--- src/design/fsic_consts.svh ---
// constants of the flow sensor command decoder: command codes, limits, defaults
// assumes a 20 MHz system clock and a bus host that frames every transfer
`ifndef FSIC_CONSTS_SVH
`define FSIC_CONSTS_SVH
`define FSIC_CMD_WR_DEPTH    8'h05
`define FSIC_CMD_WR_ADDR     8'h08
`define FSIC_CMD_RD_FLOW     8'h81
`define FSIC_CMD_RD_FWD      8'h82
`define FSIC_CMD_RD_REV      8'h83
`define FSIC_CMD_RD_DEPTH    8'h85
`define FSIC_CMD_RD_SERIAL   8'h86
`define FSIC_CMD_RD_ADDR     8'h88
`define FSIC_DEPTH_MAX       16'h000a
`define FSIC_DEPTH_RESET     16'h000a
`define FSIC_ADDR_RESET      7'h04
`define FSIC_BIT_LAST        4'h8
`define FSIC_TX_BIT_LAST     4'h7
`define FSIC_BYTE_CMD        4'h1
`define FSIC_BYTE_DATA_LO    4'h3
`define FSIC_BYTE_MAX        4'hf
`endif

--- src/design/fsic_pkg.sv ---
// types of the flow sensor command decoder
// assumes the constants header is included by the design files
package fsic_pkg;
    // byte engine states, gray along idle-rx-ack-tx-mack
    typedef enum logic [2:0] {
        FSIC_IDLE = 3'h0,
        FSIC_RX   = 3'h1,
        FSIC_ACK  = 3'h3,
        FSIC_TX   = 3'h2,
        FSIC_MACK = 3'h6
    } fsic_state_type;

    // measured flow words, one count per thousandth of ml/min
    typedef struct packed {
        logic signed [31:0] net;
        logic signed [31:0] fwd;
        logic signed [31:0] rev;
    } fsic_flow_type;
endpackage

--- src/design/fsic_target.sv ---
// command decoder behind the sensor's two-wire target port
// assumes scl and sda arrive asynchronously; flow and serial come from this clock domain
`timescale 1ns/1ps
`include "fsic_consts.svh"

module fsic_target (
    input  wire logic            i_clock,          // 20 MHz system clock
    input  wire logic            i_arst_n,         // async reset, active low
    input  wire logic            i_scl,            // serial clock pin from host
    input  wire logic            i_sda_in,         // serial data pin level
    output logic                 o_sda_out,        // data driven when enabled, always low
    output logic                 o_sda_oe,         // high while pulling data low
    input  fsic_pkg::fsic_flow_type i_flow,        // flow words from measurement
    input  wire logic [95:0]     i_serial_number,  // unit_serial_number, first char high
    output logic [15:0]          o_filter_depth,   // current filter depth
    output logic [6:0]           o_target_addr     // current bus address
);
    logic                    rst_s1_q, rst_n;
    logic                    scl_s1_q, scl_s2_q, scl_s3_q;
    logic                    sda_s1_q, sda_s2_q, sda_s3_q;
    logic                    scl_rise, scl_fall, bus_start, bus_stop;
    fsic_pkg::fsic_state_type state_q;
    logic [3:0]              bit_q, byte_q;
    logic [7:0]              sh_q, cmd_q, wdata_q;
    logic                    rw_q;
    logic [95:0]             buf_q;
    logic [15:0]             depth_q;
    logic [6:0]              addr_q;
    logic                    rx_done, wr_apply;
    logic [15:0]             wr_value;

    // reset release through two flops, assert stays asynchronous
    always_ff @(posedge i_clock or negedge i_arst_n) begin
        if (!i_arst_n) begin
            rst_s1_q <= 1'b0;
            rst_n    <= 1'b0;
        end else begin
            rst_s1_q <= 1'b1;
            rst_n    <= rst_s1_q;
        end
    end

    // pin synchronisers; third stage is history for edge finding only
    always_ff @(posedge i_clock or negedge rst_n) begin
        if (!rst_n) begin
            scl_s1_q <= 1'b1;
            scl_s2_q <= 1'b1;
            scl_s3_q <= 1'b1;
            sda_s1_q <= 1'b1;
            sda_s2_q <= 1'b1;
            sda_s3_q <= 1'b1;
        end else begin
            scl_s1_q <= i_scl;
            scl_s2_q <= scl_s1_q;
            scl_s3_q <= scl_s2_q;
            sda_s1_q <= i_sda_in;
            sda_s2_q <= sda_s1_q;
            sda_s3_q <= sda_s2_q;
        end
    end

    // bus events; start and stop are data edges while the clock is high
    assign scl_rise  = scl_s2_q & ~scl_s3_q;
    assign scl_fall  = ~scl_s2_q & scl_s3_q;
    assign bus_start = scl_s2_q & scl_s3_q & sda_s3_q & ~sda_s2_q;
    assign bus_stop  = scl_s2_q & scl_s3_q & ~sda_s3_q & sda_s2_q;
    assign rx_done   = (state_q == fsic_pkg::FSIC_RX) && scl_fall && (bit_q == `FSIC_BIT_LAST);
    assign wr_value  = {wdata_q, sh_q};
    assign wr_apply  = rx_done && !rw_q && (byte_q == `FSIC_BYTE_DATA_LO);

    // answer buffer for a read command, most significant byte at the top
    function automatic logic [95:0] fsic_answer(input logic [7:0] cmd);
        logic [95:0] r;
        r = '0;
        if (cmd == `FSIC_CMD_RD_FLOW) begin
            r[95:64] = i_flow.net;
        end else if (cmd == `FSIC_CMD_RD_FWD) begin
            r[95:64] = i_flow.fwd;
        end else if (cmd == `FSIC_CMD_RD_REV) begin
            r[95:64] = i_flow.rev;
        end else if (cmd == `FSIC_CMD_RD_DEPTH) begin
            r[95:80] = depth_q;
        end else if (cmd == `FSIC_CMD_RD_SERIAL) begin
            r = i_serial_number;
        end else if (cmd == `FSIC_CMD_RD_ADDR) begin
            r[87:80] = {addr_q, 1'b0};
        end
        return r;
    endfunction

    // byte engine; a start from any state restarts the address phase
    always_ff @(posedge i_clock or negedge rst_n) begin
        if (!rst_n) begin
            state_q <= fsic_pkg::FSIC_IDLE;
            bit_q   <= 4'h0;
            byte_q  <= 4'h0;
            sh_q    <= 8'h00;
            rw_q    <= 1'b0;
        end else if (bus_start) begin
            state_q <= fsic_pkg::FSIC_RX;
            bit_q   <= 4'h0;
            byte_q  <= 4'h0;
        end else if (bus_stop) begin
            state_q <= fsic_pkg::FSIC_IDLE;
        end else begin
            case (state_q)
                fsic_pkg::FSIC_RX: begin
                    if (scl_rise) begin
                        sh_q  <= {sh_q[6:0], sda_s2_q};
                        bit_q <= bit_q + 4'h1;
                    end
                    if (rx_done) begin
                        bit_q <= 4'h0;
                        if (byte_q == 4'h0) begin
                            rw_q <= sh_q[0];
                        end
                        // other targets' traffic is ignored until the next start
                        if (byte_q == 4'h0 && sh_q[7:1] != addr_q) begin
                            state_q <= fsic_pkg::FSIC_IDLE;
                        end else begin
                            state_q <= fsic_pkg::FSIC_ACK;
                        end
                    end
                end
                fsic_pkg::FSIC_ACK: begin
                    if (scl_fall) begin
                        state_q <= rw_q ? fsic_pkg::FSIC_TX : fsic_pkg::FSIC_RX;
                        if (byte_q != `FSIC_BYTE_MAX) begin
                            byte_q <= byte_q + 4'h1;
                        end
                    end
                end
                fsic_pkg::FSIC_TX: begin
                    if (scl_fall) begin
                        bit_q <= bit_q + 4'h1;
                        if (bit_q == `FSIC_TX_BIT_LAST) begin
                            bit_q   <= 4'h0;
                            state_q <= fsic_pkg::FSIC_MACK;
                        end
                    end
                end
                fsic_pkg::FSIC_MACK: begin
                    // a host nack ends the read; the pin stays released
                    if (scl_rise && sda_s2_q) begin
                        state_q <= fsic_pkg::FSIC_IDLE;
                    end else if (scl_fall) begin
                        state_q <= fsic_pkg::FSIC_TX;
                    end
                end
                default: begin
                    state_q <= fsic_pkg::FSIC_IDLE;
                end
            endcase
        end
    end

    // command capture and write data gathering
    always_ff @(posedge i_clock or negedge rst_n) begin
        if (!rst_n) begin
            cmd_q   <= 8'h00;
            wdata_q <= 8'h00;
        end else if (rx_done && !rw_q && byte_q == `FSIC_BYTE_CMD) begin
            cmd_q <= sh_q;
        end else if (rx_done && !rw_q) begin
            wdata_q <= sh_q;
        end
    end

    // answer shifter: loaded at the command byte, shifted on each sent bit
    always_ff @(posedge i_clock or negedge rst_n) begin
        if (!rst_n) begin
            buf_q <= '0;
        end else if (rx_done && !rw_q && byte_q == `FSIC_BYTE_CMD) begin
            buf_q <= fsic_answer(sh_q);
        end else if (state_q == fsic_pkg::FSIC_TX && scl_fall) begin
            buf_q <= {buf_q[94:0], 1'b0};
        end
    end

    // filter depth; out-of-range writes are dropped so the old depth stays
    always_ff @(posedge i_clock or negedge rst_n) begin
        if (!rst_n) begin
            depth_q <= `FSIC_DEPTH_RESET;
        end else if (wr_apply && cmd_q == `FSIC_CMD_WR_DEPTH && wr_value <= `FSIC_DEPTH_MAX) begin
            depth_q <= wr_value;
        end
    end

    // bus address; takes effect from the next start, current transfer unaffected
    always_ff @(posedge i_clock or negedge rst_n) begin
        if (!rst_n) begin
            addr_q <= `FSIC_ADDR_RESET;
        end else if (wr_apply && cmd_q == `FSIC_CMD_WR_ADDR) begin
            addr_q <= wr_value[7:1];
        end
    end

    // open-drain data: pull low for acks and for zero answer bits
    assign o_sda_out      = 1'b0;
    assign o_sda_oe       = (state_q == fsic_pkg::FSIC_ACK) ||
                            (state_q == fsic_pkg::FSIC_TX && !buf_q[95]);
    assign o_filter_depth = depth_q;
    assign o_target_addr  = addr_q;

    property p_depth_range;
        @(posedge i_clock) disable iff (!rst_n) depth_q <= `FSIC_DEPTH_MAX;
    endproperty
    a_depth_range: assert property (p_depth_range) else $error("depth above limit");

    property p_depth_write;
        @(posedge i_clock) disable iff (!rst_n)
            (wr_apply && cmd_q == `FSIC_CMD_WR_DEPTH && wr_value <= `FSIC_DEPTH_MAX)
            |=> depth_q == $past(wr_value);
    endproperty
    a_depth_write: assert property (p_depth_write) else $error("depth write lost");

    property p_addr_write;
        @(posedge i_clock) disable iff (!rst_n)
            (wr_apply && cmd_q == `FSIC_CMD_WR_ADDR) |=> addr_q == $past(wr_value[7:1]);
    endproperty
    a_addr_write: assert property (p_addr_write) else $error("address write lost");

    property p_addr_read;
        @(posedge i_clock) disable iff (!rst_n)
            (rx_done && !rw_q && byte_q == `FSIC_BYTE_CMD && sh_q == `FSIC_CMD_RD_ADDR)
            |=> buf_q[95:80] == {8'h00, $past(addr_q), 1'b0};
    endproperty
    a_addr_read: assert property (p_addr_read) else $error("address answer wrong");

    property p_addr_match;
        @(posedge i_clock) disable iff (!rst_n)
            (rx_done && byte_q == 4'h0 && !bus_start && !bus_stop)
            |=> (state_q == fsic_pkg::FSIC_ACK) == ($past(sh_q[7:1]) == addr_q);
    endproperty
    a_addr_match: assert property (p_addr_match) else $error("address match wrong");

    property p_flow_load;
        @(posedge i_clock) disable iff (!rst_n)
            (rx_done && !rw_q && byte_q == `FSIC_BYTE_CMD && sh_q == `FSIC_CMD_RD_FLOW)
            |=> buf_q[95:64] == $past(i_flow.net);
    endproperty
    a_flow_load: assert property (p_flow_load) else $error("flow answer wrong");

    property p_serial_load;
        @(posedge i_clock) disable iff (!rst_n)
            (rx_done && !rw_q && byte_q == `FSIC_BYTE_CMD && sh_q == `FSIC_CMD_RD_SERIAL)
            |=> buf_q == $past(i_serial_number);
    endproperty
    a_serial_load: assert property (p_serial_load) else $error("serial answer wrong");

    // each sent bit after the first of a byte is the next one of the snapshot, msb first
    property p_tx_bit;
        @(posedge i_clock) disable iff (!rst_n)
            (state_q == fsic_pkg::FSIC_TX && scl_fall && bit_q != `FSIC_TX_BIT_LAST)
            |=> o_sda_oe == !$past(buf_q[94]);
    endproperty
    a_tx_bit: assert property (p_tx_bit) else $error("sent bit wrong");

    // data may only move while the clock is low, else the host sees a start or stop
    property p_sda_hold;
        @(posedge i_clock) disable iff (!rst_n)
            (scl_s2_q && scl_s3_q && !bus_start && !bus_stop) |=> $stable(o_sda_oe);
    endproperty
    a_sda_hold: assert property (p_sda_hold) else $error("data moved with clock high");
endmodule

--- config.mk ---
export PLATFORM = sky130hd
export DESIGN_NAME = fsic_target
export DESIGN_NICKNAME = d
export VERILOG_FILES = /design/src/design/fsic_pkg.sv /design/src/design/fsic_target.sv
export VERILOG_INCLUDE_DIRS = /design/src /design/src/design
export SDC_FILE = /design/constraint.sdc
export NUM_CORES = 1
export LEC_CHECK = 0
export BUFFER_PORTS_ARGS = -buffer_cell sky130_fd_sc_hd__buf_4
export CAP_MARGIN = 25
export CORE_MARGIN = 3
export CORE_UTILIZATION = 54
export DETAILED_ROUTE_END_ITERATION = 10
export HOLD_SLACK_MARGIN = 0.08
export PLACE_DENSITY = 0.81
export SYNTH_ARGS = -nofsm -noshare
export SYNTH_HDL_FRONTEND = slang
export SYNTH_SLANG_ARGS = --single-unit
--- constraint.sdc ---
create_clock -name i_clock -period 5.8 [get_ports i_clock]
set_input_delay 1.45 -clock i_clock [delete_from_list [all_inputs] [get_ports i_clock]]
set_output_delay 1.45 -clock i_clock [all_outputs]
set_load 0.1 [all_outputs]
==> results.sh <==
export IMPL_grt_pass1_vias=7567
export IMPL_num_io_pins=221
export IMPL_ys_seq_area_share_pct=47.2
export IMPL_end_kind="flip-flop"
export IMPL_setup_viol=0
export IMPL_clockBufferDepth=2
export IMPL_first_pass_iters=5
export IMPL_postCtsSetupBuffers=0
export IMPL_status="finished, final reports clean"
export IMPL_layout_commonest_cell="buf_4"
export IMPL_io_buffers=219
export IMPL_core_um2=15400
export IMPL_p_switching_w=0.00133
export IMPL_p_seq_share_pct=42.3
export IMPL_dpl_cell_count=1319
export IMPL_drive_gt1_share_pct=29.9
export IMPL_fp_row_count=45
export IMPL_synth_warnings=0
export IMPL_p_comb_share_pct=28.8
export IMPL_clock_sinks=163
export IMPL_hold_class="reg2async"
export IMPL_synth_edf_count=0
export IMPL_critPathBufInv=1
export IMPL_hpwlAfterDp_um=16300
export IMPL_p_sw_share_pct=32.9
export IMPL_avgSynthCellArea_um2=9.07
export IMPL_area_growth_pct=26.3
export IMPL_grt_first_pass_wirelength_um=38500
export IMPL_pre_cts_ws_ps=2110
export IMPL_relSlewSlack_pct=27.7
export IMPL_antenna_found_initial=0
export IMPL_syn_inst=955
export IMPL_worst_path_largest_cell_delay_ps=960
export IMPL_power_density_nw_per_um2=369
export IMPL_antenna_cells=0
export IMPL_htree_num_levels=4
export IMPL_die_area_um2=17600
export IMPL_yosys_top_cells_area="dfrtp_1 45%, a21oi_1 7.9%, mux2_2 7.5%"
export IMPL_die_w_um=133
export IMPL_synth_net_count=1156
export IMPL_vias_per_cell=5.76
export IMPL_wl_um=24000
export IMPL_die_h_um=133
export IMPL_fin_cells=1352
export IMPL_layout_common_cells="229 x buf_4, 153 x dfrtp_1, 137 x a21oi_1"
export IMPL_finClkSkew_ps=7.28
export IMPL_nets=1329
export IMPL_cts_root_buf="clkbuf_16"
export IMPL_ant_nets=0
export IMPL_worstPathRequired_ps=6140
export IMPL_cts_tree="yes"
export IMPL_hold_viol_final=0
export IMPL_finalCritPeriodShare_pct=63.8
export IMPL_ir_drop_uv=217
export IMPL_min_period_ps=3700
export IMPL_synth_top_area_cell="dfrtp_1"
export IMPL_cap_violations=0
export IMPL_synth_top_cell_area_share_pct=44.5
export IMPL_cts_hold_buffers=0
export IMPL_setup_slack_ps=2100
export IMPL_drv_slew=0
export IMPL_ys_flop_type="dfrtp_1"
export IMPL_worst_pin_slew_ps=1080
export IMPL_crit_slowest_cell="nand4_1"
export IMPL_cp_data_arrival_time_ps=4040
export IMPL_start_util_pct=56.1
export IMPL_gp_congestion=0.877
export IMPL_numCtsBuffers=17
export IMPL_regToRegSetupSlack_ps=2100
export IMPL_cts_resized=0
export IMPL_start_kind="flip-flop"
export IMPL_clk_pin_slew_ps=60
export IMPL_drcViolationCount=0
export IMPL_grt_max_degree=98
export IMPL_fmax_mhz=270
export IMPL_insertion_delay_ps=420
export IMPL_hold_slack_ps=349
export IMPL_cp_top_family="simple AND/OR/NAND/NOR gates"
export IMPL_async_reset_ff_share_pct=100
export IMPL_rsz0062_at_grt="no"
export IMPL_grt_ovfl_total=0
export IMPL_leakagePower_nw=5.21
export IMPL_yosys_register_bits=163
export IMPL_synth_distinct_cells=58
export IMPL_cp_max_fo=64
export IMPL_power_share_clock_pct=28.9
export IMPL_internal_power_w=0.00271
export IMPL_grtUsageTotal_pct=26.7
export IMPL_drt_first_iter_violations=546
export IMPL_vias=7785
export IMPL_cp_cell_sequence="nor4bb_1 -> nand4_1 -> nor3b_2 -> buf_4 -> nand2_1 -> a21oi_1"
export IMPL_netlist_area_um2=8660
export IMPL_power_total_w=0.00404
export IMPL_wl_per_cell_um=17.7
export IMPL_critPathKind="reg2reg"
export IMPL_setup_tns_ps=0
[cells by family after synthesis]
kind of cell | count (synthesis) | share of synthesized area, %
AOI/OAI and AO/OA | 304 | 20.0
and+or+nand+nor | 300 | 17.0
DFF | 163 | 47.2
buffers and inverters | 104 | 5.32
muxes | 67 | 8.58
xor gates and xnor gates | 10 | 1.01
adders and majority gates | 5 | 0.723
other | 2 | 0.0867
[cells in the mapped netlist (9+ instances only)]
master / number
nand2_1: 102
and2_1: 16
inv_1: 28
a21o_1: 9
mux2_2: 58
dfstp_2: 9
o21ai_0: 79
nor2_1: 101
clkbuf_1: 57
o22ai_1: 33
mux2i_1: 9
dfrtp_1: 154
nor2b_1: 18
xor2_1: 9
a21oi_1: 137
[final timing paths]
check,depth (start not counted),endpoint,start
max reg2reg,6,buf_q[18],state_q[0]
min in group i_clock,0,rst_n,rst_s1_q
max in group asynchronous,1,buf_q[77],rst_n
min reg2reg,0,buf_q[37],rst_n
max,6,buf_q[18],state_q[0]
min,0,buf_q[37],rst_n
[cell type report]
cell class                      instances  area (um2)
Sequential cell                       163        4090
Fill cell                            1235        4490
Inverter                               28         105
Clock buffer                           24         492
Timing Repair Buffer                  230        1730
Clock inverter                          8         125
Tap cell                              211         264
Multi-Input combinational cell        688        4130
[sequential cells by signal (all words and copies together), names as in the netlist, 3 cells and up]
name and flops:
wdata_q 8, bit_q 4, buf_q 96, o_target_addr 7
cmd_q 8, sh_q 8, o_filter_depth 16, state_q 3
byte_q 4
[power by group through the flow]
stage               registers, W  logic, W  clock network, W
floorplan                0.00160  0.000916                 0
global placement         0.00170   0.00109                 0
detailed placement       0.00171   0.00114                 0
CTS                      0.00170   0.00116           0.00118
global route             0.00175   0.00130           0.00123
finish                   0.00171   0.00116           0.00117
[per-layer routing]
metal	part of all wire (%)	track usage, %
met5	0	0
met4	1.6	6.81
met3	8.0	7.22
met2	48	43.0
met1	42	36.2
[through the flow]
step,area [um2],util [%]
detailed placement,10300,66.9
finish,10900,70.9
CTS,10900,70.9
global route,10900,70.9
floorplan,8660,-
global placement,10300,66.8
Note: power is estimated with default switching activity, not from simulation.
